## config.mk

```make
export PLATFORM = sky130hd
export DESIGN_NAME = rtc_events
export DESIGN_NICKNAME = d
export VERILOG_FILES = /design/src/rtc_event_pkg.sv /design/src/sync2.sv /design/src/alarm_match.sv /design/src/rtc_events.sv
export SDC_FILE = /design/constraint.sdc
export NUM_CORES = 1
export LEC_CHECK = 0
export BUFFER_PORTS_ARGS = -buffer_cell sky130_fd_sc_hd__buf_2
export CORE_AREA = 2 2 113 224
export CTS_BUF_LIST = sky130_fd_sc_hd__clkbuf_16
export DETAILED_ROUTE_END_ITERATION = 8
export DIE_AREA = 0 0 115 226
export PLACE_DENSITY = 0.89
export SETUP_SLACK_MARGIN = 0.2
export SYNTH_ARGS = -nofsm -noshare
export SYNTH_HDL_FRONTEND = slang
export SYNTH_SLANG_ARGS = --single-unit
```

## constraint.sdc

```tcl
create_clock -name clk_i -period 4.9 [get_ports clk_i]
set_input_delay 0.98 -clock clk_i [delete_from_list [all_inputs] [get_ports clk_i]]
set_output_delay 0.98 -clock clk_i [all_outputs]
set_load 0.01 [all_outputs]
```

## src/rtc_event_pkg.sv

```systemverilog
// Function
// RL1: Two alarm register sets, 0Ah-0Eh and 14h-18h, match month, date, hour, minute, second.
// RL2: Five repeat bits pick rate: all ones per second, all zeros once per year.
// RL3: Undefined repeat codes act as the once-per-second rate.
// RL4: An alarm match under its repeat code sets that alarm's flag.
// RL5: With first_alarm_irq_enable set, an alarm condition asserts the interrupt pin.
// RL6: Pointer resting on the flags address suppresses alarm flags and interrupts.
// RL7: Reading flags at 0Fh releases the alarm interrupt; cleared flag shows next read.
// RL8: Bit D1 of 13h enables the second alarm at 14h-18h.
// RL9: Second alarm enable resets to zero; 14h-18h then act as plain storage.
// RL10: Watchdog 09h holds five-bit multiplier above a two-bit resolution field.
// RL11: Timeout is multiplier times resolution; writes restart; expiry sets flag and pin.
// RL12: Host writes 00h after expiry to release the pin; watchdog stays disabled.
// RL13: Reading flags clears the watchdog flag D7 and countdown flag D3.
// RL14: Reset clears the watchdog register, so the watchdog starts disabled.
// RL15: Eight-bit down-counter at 10h, enabled by D7 of control register 11h.
// RL16: Clock select: 00 4096 Hz, 01 64 Hz, 10 1 Hz, 11 1/60 Hz.
// RL17: Each countdown end sets the flag, reloads the count and keeps counting.
// RL18: Loaded count zero stops the timer; n gives period n over source rate.
// RL19: Level mode: pin active while flag and irq enable are both set.
// RL20: Pulse length follows source rate and n, from 1/8192 s up to 1/64 s.
// RL21: In pulse mode clearing the flag does not stop pulses; control bits do.
// RL22: Reset clears countdown enable; re-enabling resumes from the held count.
// RL23: Reading the countdown value returns the live count.
// RL24: With no source enabled the pin follows bit D7 of register 08h.
// RL25: Pin is the active-low OR of every enabled source.
package rtc_event_pkg;
	// ==========================================================
	// Register map
	localparam logic [6:0] ADDR_OUT   = 7'h08;
	localparam logic [6:0] ADDR_WD    = 7'h09;
	localparam logic [6:0] ADDR_A1    = 7'h0a;
	localparam logic [6:0] ADDR_FLAGS = 7'h0f;
	localparam logic [6:0] ADDR_CNT   = 7'h10;
	localparam logic [6:0] ADDR_CTL   = 7'h11;
	localparam logic [6:0] ADDR_A2EN  = 7'h13;
	localparam logic [6:0] ADDR_A2    = 7'h14;
	localparam int         ALARM_REGS = 5;
	// ==========================================================
	// Field positions
	localparam int FLAG_WD   = 7;
	localparam int FLAG_A1   = 6;
	localparam int FLAG_A2   = 5;
	localparam int FLAG_CT   = 3;
	localparam int CTL_TE    = 7;
	localparam int CTL_PSEL  = 6;
	localparam int CTL_TIE   = 5;
	localparam int A2EN_BIT  = 1;
	localparam int OUT_BIT   = 7;
	localparam int FIRST_ALARM_IRQ_ENABLE_BIT  = 6;
	localparam int RPT_BIT   = 7;
	localparam int WD_MULT_H = 6;
	localparam int WD_MULT_L = 2;
	localparam int W_SEC     = 7;
	localparam int W_MIN     = 7;
	localparam int W_HOUR    = 6;
	localparam int W_DATE    = 6;
	localparam int W_MONTH   = 5;
	// ==========================================================
	// Reset values
	localparam logic [7:0] CTL_RST  = 8'h03;
	localparam logic [7:0] OUT_RST  = 8'h80;
	localparam logic [7:0] WD_RST   = 8'h00;
	localparam logic [7:0] A2EN_RST = 8'h00;
	// ==========================================================
	// Repeat codes, RPT5 down to RPT1
	localparam logic [4:0] RPT_SEC   = 5'h1f;
	localparam logic [4:0] RPT_MIN   = 5'h1e;
	localparam logic [4:0] RPT_HOUR  = 5'h1c;
	localparam logic [4:0] RPT_DAY   = 5'h18;
	localparam logic [4:0] RPT_MONTH = 5'h10;
	localparam logic [4:0] RPT_YEAR  = 5'h00;
	// ==========================================================
	// Timing, prescaler runs on 4096 Hz ticks
	localparam logic [1:0]  SRC_4096   = 2'h0;
	localparam logic [1:0]  SRC_64     = 2'h1;
	localparam logic [5:0]  LAST_64    = 6'h3f;
	localparam logic [11:0] LAST_1HZ   = 12'hfff;
	localparam logic [5:0]  LAST_MIN   = 6'h3b;
	localparam logic [3:0]  WD_SH_BASE = 4'h8;
	localparam int CLK_PERIOD_NS = 40;
	localparam int P8192_NS      = 1000000000 / 8192;
	localparam int P4096_NS      = 1000000000 / 4096;
	localparam int P128_NS       = 1000000000 / 128;
	localparam int P64_NS        = 1000000000 / 64;
	localparam int P8192_CYC     = P8192_NS / CLK_PERIOD_NS;
	typedef enum logic [1:0] {PH_ADDR, PH_WRITE, PH_READ} spi_phase_e;
endpackage : rtc_event_pkg

```

## src/sync2.sv

```systemverilog
`timescale 1ns/1ns
module sync2 #(
	parameter int               WIDTH   = 1,
	parameter logic [WIDTH-1:0] RST_VAL = '0
) (
	input  wire logic             clk_i,
	input  wire logic             rst_n_i,
	input  wire logic [WIDTH-1:0] async_i,
	output logic      [WIDTH-1:0] sync_o
);
	logic [WIDTH-1:0] meta;

	if (WIDTH < 1) begin : g_chk
		$error("sync2 width must be positive");
	end

	// First stage feeds only the second one
	always_ff @(posedge clk_i) begin
		if (!rst_n_i) begin
			meta   <= RST_VAL;
			sync_o <= RST_VAL;
		end else begin
			meta   <= async_i;
			sync_o <= meta;
		end
	end
endmodule : sync2

```

## src/alarm_match.sv

```systemverilog
`timescale 1ns/1ns
module alarm_match
	import rtc_event_pkg::*;
(
	input  wire logic [7:0] al_month_i,
	input  wire logic [7:0] al_date_i,
	input  wire logic [7:0] al_hour_i,
	input  wire logic [7:0] al_min_i,
	input  wire logic [7:0] al_sec_i,
	input  wire logic [7:0] cur_month_i,
	input  wire logic [7:0] cur_date_i,
	input  wire logic [7:0] cur_hour_i,
	input  wire logic [7:0] cur_min_i,
	input  wire logic [7:0] cur_sec_i,
	output logic            match_o
);
	logic [4:0] rpt;
	logic       s_eq, m_eq, h_eq, d_eq, mo_eq;

	// Field compares, flag bits above each field are ignored
	assign s_eq  = al_sec_i[W_SEC-1:0] == cur_sec_i[W_SEC-1:0];
	assign m_eq  = al_min_i[W_MIN-1:0] == cur_min_i[W_MIN-1:0];
	assign h_eq  = al_hour_i[W_HOUR-1:0] == cur_hour_i[W_HOUR-1:0];
	assign d_eq  = al_date_i[W_DATE-1:0] == cur_date_i[W_DATE-1:0];
	assign mo_eq = al_month_i[W_MONTH-1:0] == cur_month_i[W_MONTH-1:0];
	assign rpt   = {al_month_i[RPT_BIT], al_date_i[RPT_BIT], al_hour_i[RPT_BIT],
		al_min_i[RPT_BIT], al_sec_i[RPT_BIT]};

	// Each cleared repeat bit adds one field to the match
	always_comb begin
		case (rpt)
			RPT_SEC:   match_o = 1'b1; // see RL2
			RPT_MIN:   match_o = s_eq;
			RPT_HOUR:  match_o = s_eq & m_eq;
			RPT_DAY:   match_o = s_eq & m_eq & h_eq;
			RPT_MONTH: match_o = s_eq & m_eq & h_eq & d_eq;
			RPT_YEAR:  match_o = s_eq & m_eq & h_eq & d_eq & mo_eq; // see RL2
			// Bad codes fire every second so software notices quickly
			default:   match_o = 1'b1; // see RL3
		endcase
	end
endmodule : alarm_match

```

## src/rtc_events.sv

```systemverilog
`timescale 1ns/1ns
module rtc_events #(
	parameter int PULSE_4096_CYC = rtc_event_pkg::P4096_NS / rtc_event_pkg::CLK_PERIOD_NS,
	parameter int PULSE_128_CYC  = rtc_event_pkg::P128_NS / rtc_event_pkg::CLK_PERIOD_NS,
	parameter int PULSE_64_CYC   = rtc_event_pkg::P64_NS / rtc_event_pkg::CLK_PERIOD_NS
) (
	input  wire logic       clk_i,
	input  wire logic       rst_n_i,
	input  wire logic       spi_clk_i,
	input  wire logic       spi_data_i,
	input  wire logic       chip_enable_n_i,
	input  wire logic       osc_4096_i,
	input  wire logic [7:0] time_sec_i,
	input  wire logic [7:0] time_min_i,
	input  wire logic [7:0] time_hour_i,
	input  wire logic [7:0] time_date_i,
	input  wire logic [7:0] time_month_i,
	output logic            spi_data_o,
	output logic            spi_data_oe_o,
	output logic            interrupt_pin_o,
	output logic            interrupt_pin_oe_o
);
	import rtc_event_pkg::*;
	localparam int PW = 19;

	if (PULSE_4096_CYC < 1 || PULSE_128_CYC < 1 || PULSE_64_CYC >= 2 ** PW) begin : g_chk
		$error("pulse lengths out of range");
	end

	// ==========================================================
	// Pin synchronisers and edge detection
	logic       sclk_s, ce_n_s, sdi_s, osc_s, sclk_d, osc_d;
	logic       sck_rise, sck_fall, tick, ce;
	sync2 #(.WIDTH(4), .RST_VAL(4'h4)) u_sync (
		.clk_i   (clk_i),
		.rst_n_i (rst_n_i),
		.async_i ({spi_clk_i, chip_enable_n_i, spi_data_i, osc_4096_i}),
		.sync_o  ({sclk_s, ce_n_s, sdi_s, osc_s})
	);

	// Previous levels for edge finding
	always_ff @(posedge clk_i) begin
		if (!rst_n_i) begin
			sclk_d <= 1'b0;
			osc_d  <= 1'b0;
		end else begin
			sclk_d <= sclk_s;
			osc_d  <= osc_s;
		end
	end
	assign ce       = ~ce_n_s;
	assign sck_rise = ce & sclk_s & ~sclk_d;
	assign sck_fall = ce & ~sclk_s & sclk_d;
	assign tick     = osc_s & ~osc_d;

	// ==========================================================
	// Serial slave: address byte, then data bytes, pointer auto-increments
	spi_phase_e phase;
	logic [2:0] bit_cnt;
	logic [7:0] sh_in, sh_out, rx, rd_byte, shown;
	logic [6:0] ptr, ld_addr;
	logic       byte_done, rd_load, wr, flag_rd;
	logic [7:0] out_reg, wd_reg, ctl, a2en, cnt, reload;
	logic [7:0] al1 [ALARM_REGS];
	logic [7:0] al2 [ALARM_REGS];
	logic       wd_expired_flag, af1, af2, tf;

	assign rx        = {sh_in[6:0], sdi_s};
	assign byte_done = sck_rise & (bit_cnt == 3'h7);
	assign rd_load   = byte_done & ((phase == PH_ADDR & ~rx[7]) | phase == PH_READ);
	assign wr        = byte_done & (phase == PH_WRITE);
	assign ld_addr   = (phase == PH_ADDR) ? rx[6:0] : 7'(ptr + 7'h01);
	// Side effects land on the first clock of the byte, not the prefetch
	assign flag_rd   = sck_rise & (bit_cnt == 3'h0) & (phase == PH_READ) & (ptr == ADDR_FLAGS);

	// Bit counter, phase and pointer; pointer survives chip deselect
	always_ff @(posedge clk_i) begin
		if (!rst_n_i) begin
			bit_cnt <= 3'h0;
			phase   <= PH_ADDR;
			ptr     <= 7'h00;
			sh_in   <= 8'h00;
		end else if (!ce) begin
			bit_cnt <= 3'h0;
			phase   <= PH_ADDR;
		end else if (sck_rise) begin
			bit_cnt <= 3'(bit_cnt + 3'h1);
			sh_in   <= rx;
			if (byte_done) begin
				if (phase == PH_ADDR) begin
					ptr   <= rx[6:0];
					phase <= rx[7] ? PH_WRITE : PH_READ;
				end else begin
					ptr <= 7'(ptr + 7'h01);
				end
			end
		end
	end

	// Read data mux; live count is returned, not the reload value
	always_comb begin
		rd_byte = 8'h00;
		if (ld_addr >= ADDR_A1 && ld_addr < 7'(ADDR_A1 + ALARM_REGS))
			rd_byte = al1[3'(ld_addr - ADDR_A1)];
		else if (ld_addr >= ADDR_A2 && ld_addr < 7'(ADDR_A2 + ALARM_REGS))
			rd_byte = al2[3'(ld_addr - ADDR_A2)]; // see RL9
		else begin
			case (ld_addr)
				ADDR_OUT:   rd_byte = out_reg;
				ADDR_WD:    rd_byte = wd_reg;
				ADDR_FLAGS: rd_byte = {wd_expired_flag, af1, af2, 1'b0, tf, 3'h0};
				ADDR_CNT:   rd_byte = cnt; // see RL23
				ADDR_CTL:   rd_byte = ctl;
				ADDR_A2EN:  rd_byte = a2en;
				default:    rd_byte = 8'h00;
			endcase
		end
	end

	// Output shifter; first falling edge after a load keeps the MSB
	always_ff @(posedge clk_i) begin
		if (!rst_n_i) begin
			sh_out        <= 8'h00;
			shown         <= 8'h00;
			spi_data_oe_o <= 1'b0;
		end else begin
			spi_data_oe_o <= ce & (phase == PH_READ);
			if (rd_load) begin
				sh_out <= rd_byte;
				shown  <= {wd_expired_flag, af1, af2, 1'b0, tf, 3'h0};
			end else if (sck_fall && bit_cnt != 3'h0 && phase == PH_READ) begin
				sh_out <= {sh_out[6:0], 1'b0};
			end
		end
	end
	assign spi_data_o = sh_out[7];

	// ==========================================================
	// Register writes
	always_ff @(posedge clk_i) begin
		if (!rst_n_i) begin
			out_reg <= OUT_RST;
			wd_reg  <= WD_RST; // see RL14
			ctl     <= CTL_RST; // see RL22
			a2en    <= A2EN_RST; // see RL9
			for (int i = 0; i < ALARM_REGS; i++) begin
				al1[i] <= 8'h00;
				al2[i] <= 8'h00;
			end
		end else if (wr) begin
			case (ptr)
				ADDR_OUT:  out_reg <= rx;
				ADDR_WD:   wd_reg  <= rx; // see RL10
				ADDR_CTL:  ctl     <= rx; // see RL15
				ADDR_A2EN: a2en    <= rx; // see RL8
				default: begin
					if (ptr >= ADDR_A1 && ptr < 7'(ADDR_A1 + ALARM_REGS))
						al1[3'(ptr - ADDR_A1)] <= rx; // see RL1
					if (ptr >= ADDR_A2 && ptr < 7'(ADDR_A2 + ALARM_REGS))
						al2[3'(ptr - ADDR_A2)] <= rx; // see RL1
				end
			endcase
		end
	end

	// ==========================================================
	// Prescaler: 4096 Hz ticks down to 64 Hz, 1 Hz and one per minute
	logic [11:0] presc;
	logic [5:0]  min_cnt;
	logic        t64, t1, t60, src_tick;
	assign t64 = tick & (presc[5:0] == LAST_64);
	assign t1  = tick & (presc == LAST_1HZ);
	assign t60 = t1 & (min_cnt == LAST_MIN);

	// Free-running dividers
	always_ff @(posedge clk_i) begin
		if (!rst_n_i) begin
			presc   <= 12'h000;
			min_cnt <= 6'h00;
		end else if (tick) begin
			presc <= 12'(presc + 12'h001);
			if (t1)
				min_cnt <= t60 ? 6'h00 : 6'(min_cnt + 6'h01);
		end
	end

	// ==========================================================
	// Watchdog, counted in 4096 Hz ticks
	logic [PW-1:0] wd_cnt, wd_tgt;
	logic          wd_run, wd_irq, wd_wr, wd_expire;
	assign wd_wr     = wr & (ptr == ADDR_WD);
	assign wd_tgt    = PW'(wd_reg[WD_MULT_H:WD_MULT_L]) << (WD_SH_BASE + {wd_reg[1:0], 1'b0}); // see RL11
	assign wd_expire = wd_run & tick & ~wd_wr & (PW'(wd_cnt + 1'b1) >= wd_tgt);

	// Any write clears the count and restarts it if the multiplier is nonzero; expiry stops it until reprogrammed
	always_ff @(posedge clk_i) begin
		if (!rst_n_i) begin
			wd_cnt <= '0;
			wd_run <= 1'b0;
			wd_irq <= 1'b0;
		end else begin
			if (wd_wr) begin
				wd_cnt <= '0; // see RL11
				wd_run <= rx[WD_MULT_H:WD_MULT_L] != 5'h00;
			end else if (wd_expire) begin
				wd_run <= 1'b0; // see RL12
			end else if (wd_run && tick) begin
				wd_cnt <= PW'(wd_cnt + 1'b1);
			end
			if (wd_expire)
				wd_irq <= 1'b1; // see RL11
			else if (wd_wr && rx == 8'h00)
				wd_irq <= 1'b0; // see RL12
		end
	end

	// ==========================================================
	// Countdown timer
	logic          te, psel, countdown_irq_enable, cnt_wr, cnt_end, pulse_on;
	logic [PW-1:0] pcnt, plen;
	assign te     = ctl[CTL_TE];
	assign psel   = ctl[CTL_PSEL];
	assign countdown_irq_enable    = ctl[CTL_TIE];
	assign cnt_wr = wr & (ptr == ADDR_CNT);

	// Source select
	always_comb begin
		case (ctl[1:0])
			2'h0:    src_tick = tick; // see RL16
			2'h1:    src_tick = t64;
			2'h2:    src_tick = t1;
			default: src_tick = t60;
		endcase
	end
	assign cnt_end = src_tick & te & (reload != 8'h00) & (cnt <= 8'h01) & ~cnt_wr;

	// Pulse length; a count of one at high rates gives the short pulse
	always_comb begin
		if (ctl[1:0] == SRC_4096)
			plen = (reload == 8'h01) ? PW'(P8192_CYC) : PW'(PULSE_4096_CYC); // see RL20
		else if (ctl[1:0] == SRC_64)
			plen = (reload == 8'h01) ? PW'(PULSE_128_CYC) : PW'(PULSE_64_CYC);
		else
			plen = PW'(PULSE_64_CYC);
	end

	// Live count and reload; disabling holds the count where it is
	always_ff @(posedge clk_i) begin
		if (!rst_n_i) begin
			cnt    <= 8'h00;
			reload <= 8'h00;
		end else if (cnt_wr) begin
			cnt    <= rx;
			reload <= rx;
		end else if (cnt_end) begin
			cnt <= reload; // see RL17
		end else if (src_tick && te && reload != 8'h00) begin // see RL18
			cnt <= 8'(cnt - 8'h01); // see RL22
		end
	end

	// Pulse timer runs from each countdown end, whatever the flag does
	always_ff @(posedge clk_i) begin
		if (!rst_n_i)
			pcnt <= '0;
		else if (cnt_end)
			pcnt <= plen;
		else if (pcnt != '0)
			pcnt <= PW'(pcnt - 1'b1);
	end
	assign pulse_on = (pcnt != '0) & psel & countdown_irq_enable & te; // see RL21

	// ==========================================================
	// Alarms, checked each time the seconds input changes
	logic [7:0] sec_prev;
	logic       m1, m2, new_sec, a1_set, a2_set, first_alarm_irq_enable, alarm_irq;
	alarm_match u_alarm1 (
		.al_month_i  (al1[0]),
		.al_date_i   (al1[1]),
		.al_hour_i   (al1[2]),
		.al_min_i    (al1[3]),
		.al_sec_i    (al1[4]),
		.cur_month_i (time_month_i),
		.cur_date_i  (time_date_i),
		.cur_hour_i  (time_hour_i),
		.cur_min_i   (time_min_i),
		.cur_sec_i   (time_sec_i),
		.match_o     (m1)
	);
	alarm_match u_alarm2 (
		.al_month_i  (al2[0]),
		.al_date_i   (al2[1]),
		.al_hour_i   (al2[2]),
		.al_min_i    (al2[3]),
		.al_sec_i    (al2[4]),
		.cur_month_i (time_month_i),
		.cur_date_i  (time_date_i),
		.cur_hour_i  (time_hour_i),
		.cur_min_i   (time_min_i),
		.cur_sec_i   (time_sec_i),
		.match_o     (m2)
	);
	assign first_alarm_irq_enable    = al1[0][FIRST_ALARM_IRQ_ENABLE_BIT];
	assign new_sec = time_sec_i != sec_prev;
	assign a1_set  = new_sec & m1 & (ptr != ADDR_FLAGS); // see RL4 see RL6
	assign a2_set  = new_sec & m2 & a2en[A2EN_BIT] & (ptr != ADDR_FLAGS); // see RL8

	// Flags: read clears only what the reader saw; a set in the same cycle wins
	always_ff @(posedge clk_i) begin
		if (!rst_n_i) begin
			sec_prev  <= 8'h00;
			{wd_expired_flag, af1, af2, tf} <= 4'h0;
			alarm_irq <= 1'b0;
		end else begin
			sec_prev <= time_sec_i;
			if (flag_rd) begin
				wd_expired_flag       <= wd_expired_flag & ~shown[FLAG_WD]; // see RL13
				af1       <= af1 & ~shown[FLAG_A1]; // see RL7
				af2       <= af2 & ~shown[FLAG_A2];
				tf        <= tf & ~shown[FLAG_CT]; // see RL13
				alarm_irq <= 1'b0; // see RL7
			end
			if (wd_expire)
				wd_expired_flag <= 1'b1;
			if (a1_set)
				af1 <= 1'b1;
			if (a2_set)
				af2 <= 1'b1;
			if (cnt_end)
				tf <= 1'b1; // see RL17
			if ((a1_set || a2_set) && first_alarm_irq_enable)
				alarm_irq <= 1'b1; // see RL5
		end
	end

	// ==========================================================
	// Open-drain interrupt pin, registered
	logic any_en, next_pin_low;
	assign any_en       = first_alarm_irq_enable | (wd_reg != 8'h00) | countdown_irq_enable;
	assign next_pin_low = alarm_irq | wd_irq | (tf & countdown_irq_enable & ~psel) | pulse_on // see RL19 see RL25
		| (~any_en & ~out_reg[OUT_BIT]); // see RL24

	always_ff @(posedge clk_i) begin
		if (!rst_n_i)
			interrupt_pin_oe_o <= 1'b0;
		else
			interrupt_pin_oe_o <= next_pin_low;
	end
	assign interrupt_pin_o = 1'b0;

	// ==========================================================
	// Checks
	property p_ptr_suppress;
		@(posedge clk_i) disable iff (!rst_n_i)
		$rose(af1) |-> $past(ptr) != ADDR_FLAGS;
	endproperty
	a_ptr_suppress: assert property (p_ptr_suppress) else $error("alarm flag set on flags pointer"); // see RL6

	property p_alarm_release;
		@(posedge clk_i) disable iff (!rst_n_i)
		(flag_rd && !a1_set && !a2_set) |=> !alarm_irq ##1 !interrupt_pin_oe_o || wd_irq || any_en;
	endproperty
	a_alarm_release: assert property (p_alarm_release) else $error("alarm irq not released"); // see RL7

	property p_flag_clear;
		@(posedge clk_i) disable iff (!rst_n_i)
		(flag_rd && shown[FLAG_WD] && !wd_expire) |=> !wd_expired_flag;
	endproperty
	a_flag_clear: assert property (p_flag_clear) else $error("watchdog flag not cleared"); // see RL13

	property p_wd_expire;
		@(posedge clk_i) disable iff (!rst_n_i)
		wd_expire |=> wd_expired_flag && wd_irq && !wd_run ##1 interrupt_pin_oe_o;
	endproperty
	a_wd_expire: assert property (p_wd_expire) else $error("watchdog expiry not signalled"); // see RL11

	property p_wd_release;
		@(posedge clk_i) disable iff (!rst_n_i)
		(wd_wr && rx == 8'h00) |=> !wd_irq && !wd_run;
	endproperty
	a_wd_release: assert property (p_wd_release) else $error("watchdog not released by zero"); // see RL12

	property p_reload;
		@(posedge clk_i) disable iff (!rst_n_i)
		cnt_end |=> cnt == $past(reload) && tf && pcnt == $past(plen);
	endproperty
	a_reload: assert property (p_reload) else $error("countdown did not reload"); // see RL17

	property p_stopped;
		@(posedge clk_i) disable iff (!rst_n_i)
		(reload == 8'h00 && !cnt_wr) |=> $stable(cnt) && !tf || $past(tf);
	endproperty
	a_stopped: assert property (p_stopped) else $error("zero count did not stop timer"); // see RL18

	property p_level;
		@(posedge clk_i) disable iff (!rst_n_i)
		(tf && countdown_irq_enable && !psel) |=> interrupt_pin_oe_o;
	endproperty
	a_level: assert property (p_level) else $error("level interrupt missing"); // see RL19

	property p_out_bit;
		@(posedge clk_i) disable iff (!rst_n_i)
		(!any_en && !alarm_irq && !wd_irq && !pulse_on) |=> interrupt_pin_oe_o == !$past(out_reg[OUT_BIT]);
	endproperty
	a_out_bit: assert property (p_out_bit) else $error("pin does not follow out bit"); // see RL24

	property p_te_reset;
		@(posedge clk_i)
		!rst_n_i |=> !te && wd_reg == 8'h00;
	endproperty
	a_te_reset: assert property (p_te_reset) else $error("reset left timer or watchdog on"); // see RL22
endmodule : rtc_events

```

Yosys cells after proc, flatten, opt, wreduce, memory -nomap -nowiden
Memories as Yosys holds them, arrays and structs flattened. Cells that the tools add are included. W data, S select, Z words.

Output and inout bits: 4. Memories kept: 2. RAM bits: 80. Bits of input ports: 46. Flip-flop bits (word level): 162.

Memories: al1 (depth 5, bits a word 8, read ports 6, clocked after memory_dff 0, wr ports 5, line rtc_events.sv:64) `logic [7:0] al1 [ALARM_REGS];`; al2 (depth 5, bits a word 8, read ports 6, clocked after memory_dff 0, wr ports 5, line rtc_events.sv:65) `logic [7:0] al2 [ALARM_REGS];`.

Order comparisons: 10. Muxes and demuxes: 51. Reductions and logical operators: 47. Shift operators: 1. Add/subtract/negate cells: 12. Eq/ne operators: 41. Bitwise gates (word level): 71.

Operator list (number): $mux W19 (5); $mux W8 (9); $and A1 B1 Y1 (48); $pmux W8 S6 (1); $eq A7 B4 Y1 const B (6); $eq A7 B5 Y1 const B (6); $eq A5 B5 Y1 const B (8); $eq A7 B7 Y1 (4); $mux W1 (27); $eq A6 B6 Y1 (4); $add A19 B1 Y19 const B (1); $ge A19 B19 Y1 (1); $reduce_bool A19 Y1 (1); $shl A5 B4 Y19 (1); $sub A19 B1 Y19 const B (1); $reduce_bool A2 Y1 (9); $not A1 Y1 (16); $reduce_bool A8 Y1 (2); $reduce_or A8 Y1 (2); $ge A7 B4 Y1 const B (2); $ge A7 B5 Y1 const B (2); $lt A7 B4 Y1 const B (2); $lt A7 B5 Y1 const B (2); $reduce_and A2 Y1 (7); 37 further kinds (66).

Logic depth before layout (Yosys ltp)
An unclocked memory read counts as a cell.

Word-level depth: 13. Mapped depth: 15. Depth with buffers taken out: 13.

By module
From an unflattened synthesis, not the netlist that was laid out.

Cells, all modules: 1539. Area, all modules: 14996.9 µm².

Modules (own cells, without submodules): rtc_events (area each 13935.9 µm², cells an instance 1421, instances 1, sequential area each 6926.6 µm²); alarm_match (area each 425.4 µm², cells an instance 51, instances 2, sequential area each 0.0 µm²); sync2 (area each 210.2 µm², cells an instance 16, instances 1, sequential area each 160.2 µm²).

Worst setup path before layout
Ideal clock, no wire load.

Path kind: register to register. Start: reg ptr[0]. End: reg sh_out[1]. Slack: 1.233 ns. Path buffers: 3. Arrival: 3.545 ns. Setup time: 0.122 ns. Clock period less this slack: 3.667 ns. Data required time: 4.778 ns. Cell stages (with the launch flop): 15. Path through: dfxtp_1 > clkbuf_1 > inv_1 > ha_1 > nand2b_1 > o21a_4 > nand2_4 > clkbuf_1 > ha_1 > a2111oi_4 > or2_1 > buf_4 > nor2_2 > mux2_4 > o311a_1.

Word-level cells in the longest chain between the ends: 7.

RTL lines: start: declaration (line rtc_events.sv:61) `logic [6:0] ptr, ld_addr;`; start signal: assignment (line rtc_events.sv:91) `ptr <= rx[6:0];`; start signal: assignment (line rtc_events.sv:94) `ptr <= 7'(ptr + 7'h01);`; $add A7 B1 Y7 * (line rtc_events.sv:72) `assign ld_addr = (phase == PH_ADDR) ? rx[6:0] : 7'(ptr + 7'h01);`; $mux W7 * (line rtc_events.sv:72); $sub A3 B3 Y3 (tied with other cells) (line rtc_events.sv:106) `rd_byte = al2[3'(ld_addr - ADDR_A2)];`; $mem_v2 Z5 W8 (tied with other cells); $mux W8 (line rtc_events.sv:105) `else if (ld_addr >= ADDR_A2 && ld_addr < 7'(ADDR_A2 + ALARM_REGS))`; $mux W8 * (line rtc_events.sv:103) `if (ld_addr >= ADDR_A1 && ld_addr < 7'(ADDR_A1 + ALARM_REGS))`; $mux W8 * (line rtc_events.sv:128) `if (rd_load) begin`; end signal: assignment (line rtc_events.sv:129) `sh_out <= rd_byte;`; end signal: assignment (line rtc_events.sv:132) `sh_out <= {sh_out[6:0], 1'b0};`; end: declaration (line rtc_events.sv:60) `logic [7:0] sh_in, sh_out, rx, rd_byte, shown;`.

Mark *: on every way between the ends. The rest lies on a longest branch, timed or not. A chain may end at the register's enable or synchronous reset.

Final worst setup path
Start: reg ptr[0]. End: reg sh_out[2].

Word-level cells in the longest chain between the ends: 7.

RTL lines (line): $add A7 B1 Y7 * (rtc_events.sv:72); $mux W7 * (rtc_events.sv:72); named net ld_addr[1] (rtc_events.sv:61); $sub A3 B3 Y3 (tied with other cells) (rtc_events.sv:106); $mem_v2 Z5 W8 (tied with other cells); $mux W8 (rtc_events.sv:105); $mux W8 * (rtc_events.sv:103); $mux W8 * (rtc_events.sv:128).

Mark *: on every way through the listed nets, which the timed path passes. The rest lies on a longest branch.

==> results.md <==
- Largest net degree at the start of global routing: 86
- Clock Path Buffers: 3
- H-tree Lvls: 1
- Nets: 1650
- LEAKAGE: 6.26 nW
- Hpwl dp: 31200 um
- CTS tree: built
- WP data required: 5.34 ns
- CP Max Fanout: 18
- Clk slew on worst S/H paths: 0.07 ns
- Async SR Flop Fraction: 0%
- Setup TNS Final: 0 ns
- Core ar.: 24300 um2
- Post-CTS Hold Buffers: 0
- Sequential area share after synthesis: 47.1%
- Cell family with most CP delay: compound AO/OA/AOI/OAI gates
- Max-Cap Viols: 2
- EDFF count, synth: 128
- Largest stage delay, worst path: 0.75 ns
- DRC Markers: 0
- CP max stage cell: dfxtp_1
- Setup Crit Path Kind: reg -> reg
- Power per cell area: 325 nW/um2
- Total Power: 0.00534 W
- Worst Tran Pin Value: 1.63 ns
- Setup violators final: 0
- DR pass1 iterations: 9
- Top Registers: al1 (64), al2 (64)
- Cell mode on critical path: ha_1
- Most used DFF post-synth: dfxtp_1
- Drt wl/cell: 24.5 um
- Worst ir drop on vdd: 313 uV
- Largest cells by area after synthesis: edfxtp_1 26%, dfxtp_1 22%, nand2_1 4.1%
- Vias in the first global route: 12218
- Setup Skew: 0.0184 ns
- Buf/Inv on CP: 3
- Area of the die: 26000 um2
- Relative slew slack: -9.40%
- Share of the synthesized area in the top cell type: 25.5%
- Die W: 115 um
- Mapped Cells: 1533
- Row count: 81
- Initial Utilization: 61.9%
- Crit. End Element: flop
- Grt ovf: 0
- Chip height: 226 um
- Starting DRC count in detailed routing: 1395
- Clock Sinks: 290
- Nature of the critical path startpoint: flop
- Crit path DAT: 4.57 ns
- Routed WL: 46200 um
- Gpl congestion: 1.00
- Status: finished, violations left
- Final hold viol count: 0
- Most common library cell in the layout ignoring fill and taps: nand2_1
- Initial antenna violation count: 1
- Hold Crit Class: reg -> reg
- I/O pins: 50
- Yosys warnings: 0
- Via Count: 12408
- Area of the mapped netlist: 15100 um2
- Distinct cells, synth: 99
- RSZ-0062 raised after global routing: no
- First-pass GRT wire length: 69200 um
- Antenna Cells: 0
- Num CTS Buffers: 25
- Worst path cell trace: inv_1 > ha_1 > nand2b_1 > o21a_4 > nand2_4 > inv_4 > ha_1 > clkinv_1 > a221oi_1 > o21ai_0 > a21oi_1 > a2111o_1 > o211ai_1
- Avg Inst Size Synth: 9.82 um2
- IO buf count: 40
- Area grow syn2layout: 9.06%
- Tcrit/Tclk final: 84.4%
- Tot GR Track Use: 35.8%
- Antenna Nets Post-Route: 0
- Area leader, netlist: edfxtp_1
- Root buf cell: clkbuf_16
- Via density: 6.59
- Minimum clock period: 4.13 ns
- #FFs+latches synth: 290
- Max-slew violation count: 4
- Maximum operating frequency: 242 MHz
- Layout cell share with drive strength beyond 1: 10.9%
- Commonest cells after routing, fill and taps aside: 163 x nand2_1, 162 x dfxtp_1, 128 x edfxtp_1, 109 x nor2_1, 96 x a21oi_1
- Clock Latency Late Sink: 0.56 ns
- Violated checks: capacitance limit, slew limit
## metrics by stage
step / utilization, % / hold slack, ns / std cells / area, um2 / setup WS [ns]
after global routing: 67.5 / 0.439 / 1884 / 16400 / 0.588
after global placement: 64.0 / 0.398 / 1836 / 15600 / 1.07
final: 67.5 / 0.413 / 1884 / 16400 / 0.766
after floorplan: - / 0.386 / 1565 / 15200 / 1.23
after detailed placement: 64.0 / 0.403 / 1836 / 15600 / 0.920
after CTS: 67.4 / 0.419 / 1882 / 16400 / 0.924
## final timing paths
check / startpoint / endpoint / slack [ns] / cells after the start
worst min register to register: u_sync.meta[2]$_SDFF_PN1_ / u_sync.sync_o[2]$_SDFF_PN1_ / 0.41 / 1
worst max-delay path: ptr[0]$_SDFFE_PN0P_ / sh_out[2]$_SDFFE_PN0P_ / 0.77 / 13
worst max register to register: ptr[0]$_SDFFE_PN0P_ / sh_out[2]$_SDFFE_PN0P_ / 0.77 / 13
worst min-delay path: u_sync.meta[2]$_SDFF_PN1_ / u_sync.sync_o[2]$_SDFF_PN1_ / 0.41 / 1
## cells by family after synthesis
logic type	after synthesis	synth area share, %
AOI/OAI and AO/OA	323	14.8
xor gates and xnor gates	118	6.86
adders and majority gates	29	2.41
buffers and inverters	111	3.35
DFF	290	47.1
muxes	59	4.46
other	1	0.0249
and+or+nand+nor	602	21.1
## where the power goes
part	internal, W	leakage (nW)	switching (W)
logic	0.000254	3.20	0.000333
registers	0.00261	2.62	0.0000793
clock network	0.00113	0.434	0.000935
total	0.00400	6.26	0.00135
## area by class of cell
cell class	count	area [um2]
fill	1806	7900
clock buffer	26	651
timing repair buffer	75	463
sequential	290	7090
multi-input combinational	1164	7600
clock inverter	20	179
tap	290	363
inverter	19	73.8
## cells in the mapped netlist (all sizes together) (37+ instances only)
library cell,n
a21oi,97
and2,94
buf,37
clkbuf,55
dfxtp,162
edfxtp,128
mux2i,48
nand2,165
nor2,111
nor3,40
o21ai,61
xnor2,49
xor2,69
## what timing repair did
action | 4_1_cts | 5_1_grt
resized for setup | 0 | 1
setup endpoints to repair | 0 | 1
buffers inserted | 0 | 0
## metal layers
metal / track usage (%) / wire (um) / vias to the layer above
met5: 0 / 9 / -
met4: 33.8 / 5130 / 2
met3: 10.7 / 4140 / 238
met2: 60.3 / 22700 / 636
met1: 33.5 / 14200 / 5906
li1: - / - / 5626
## worst register-to-register path, delay by kind of cell, from the launching register on
family / cells / cell delay [ns]
AOI/OAI and AO/OA: 6 / 1.50
DFF: 1 / 0.75
adders and majority gates: 2 / 0.73
buffers and inverters: 3 / 0.61
and+or+nand+nor: 2 / 0.44
Power figures use the tool's default switching activity.
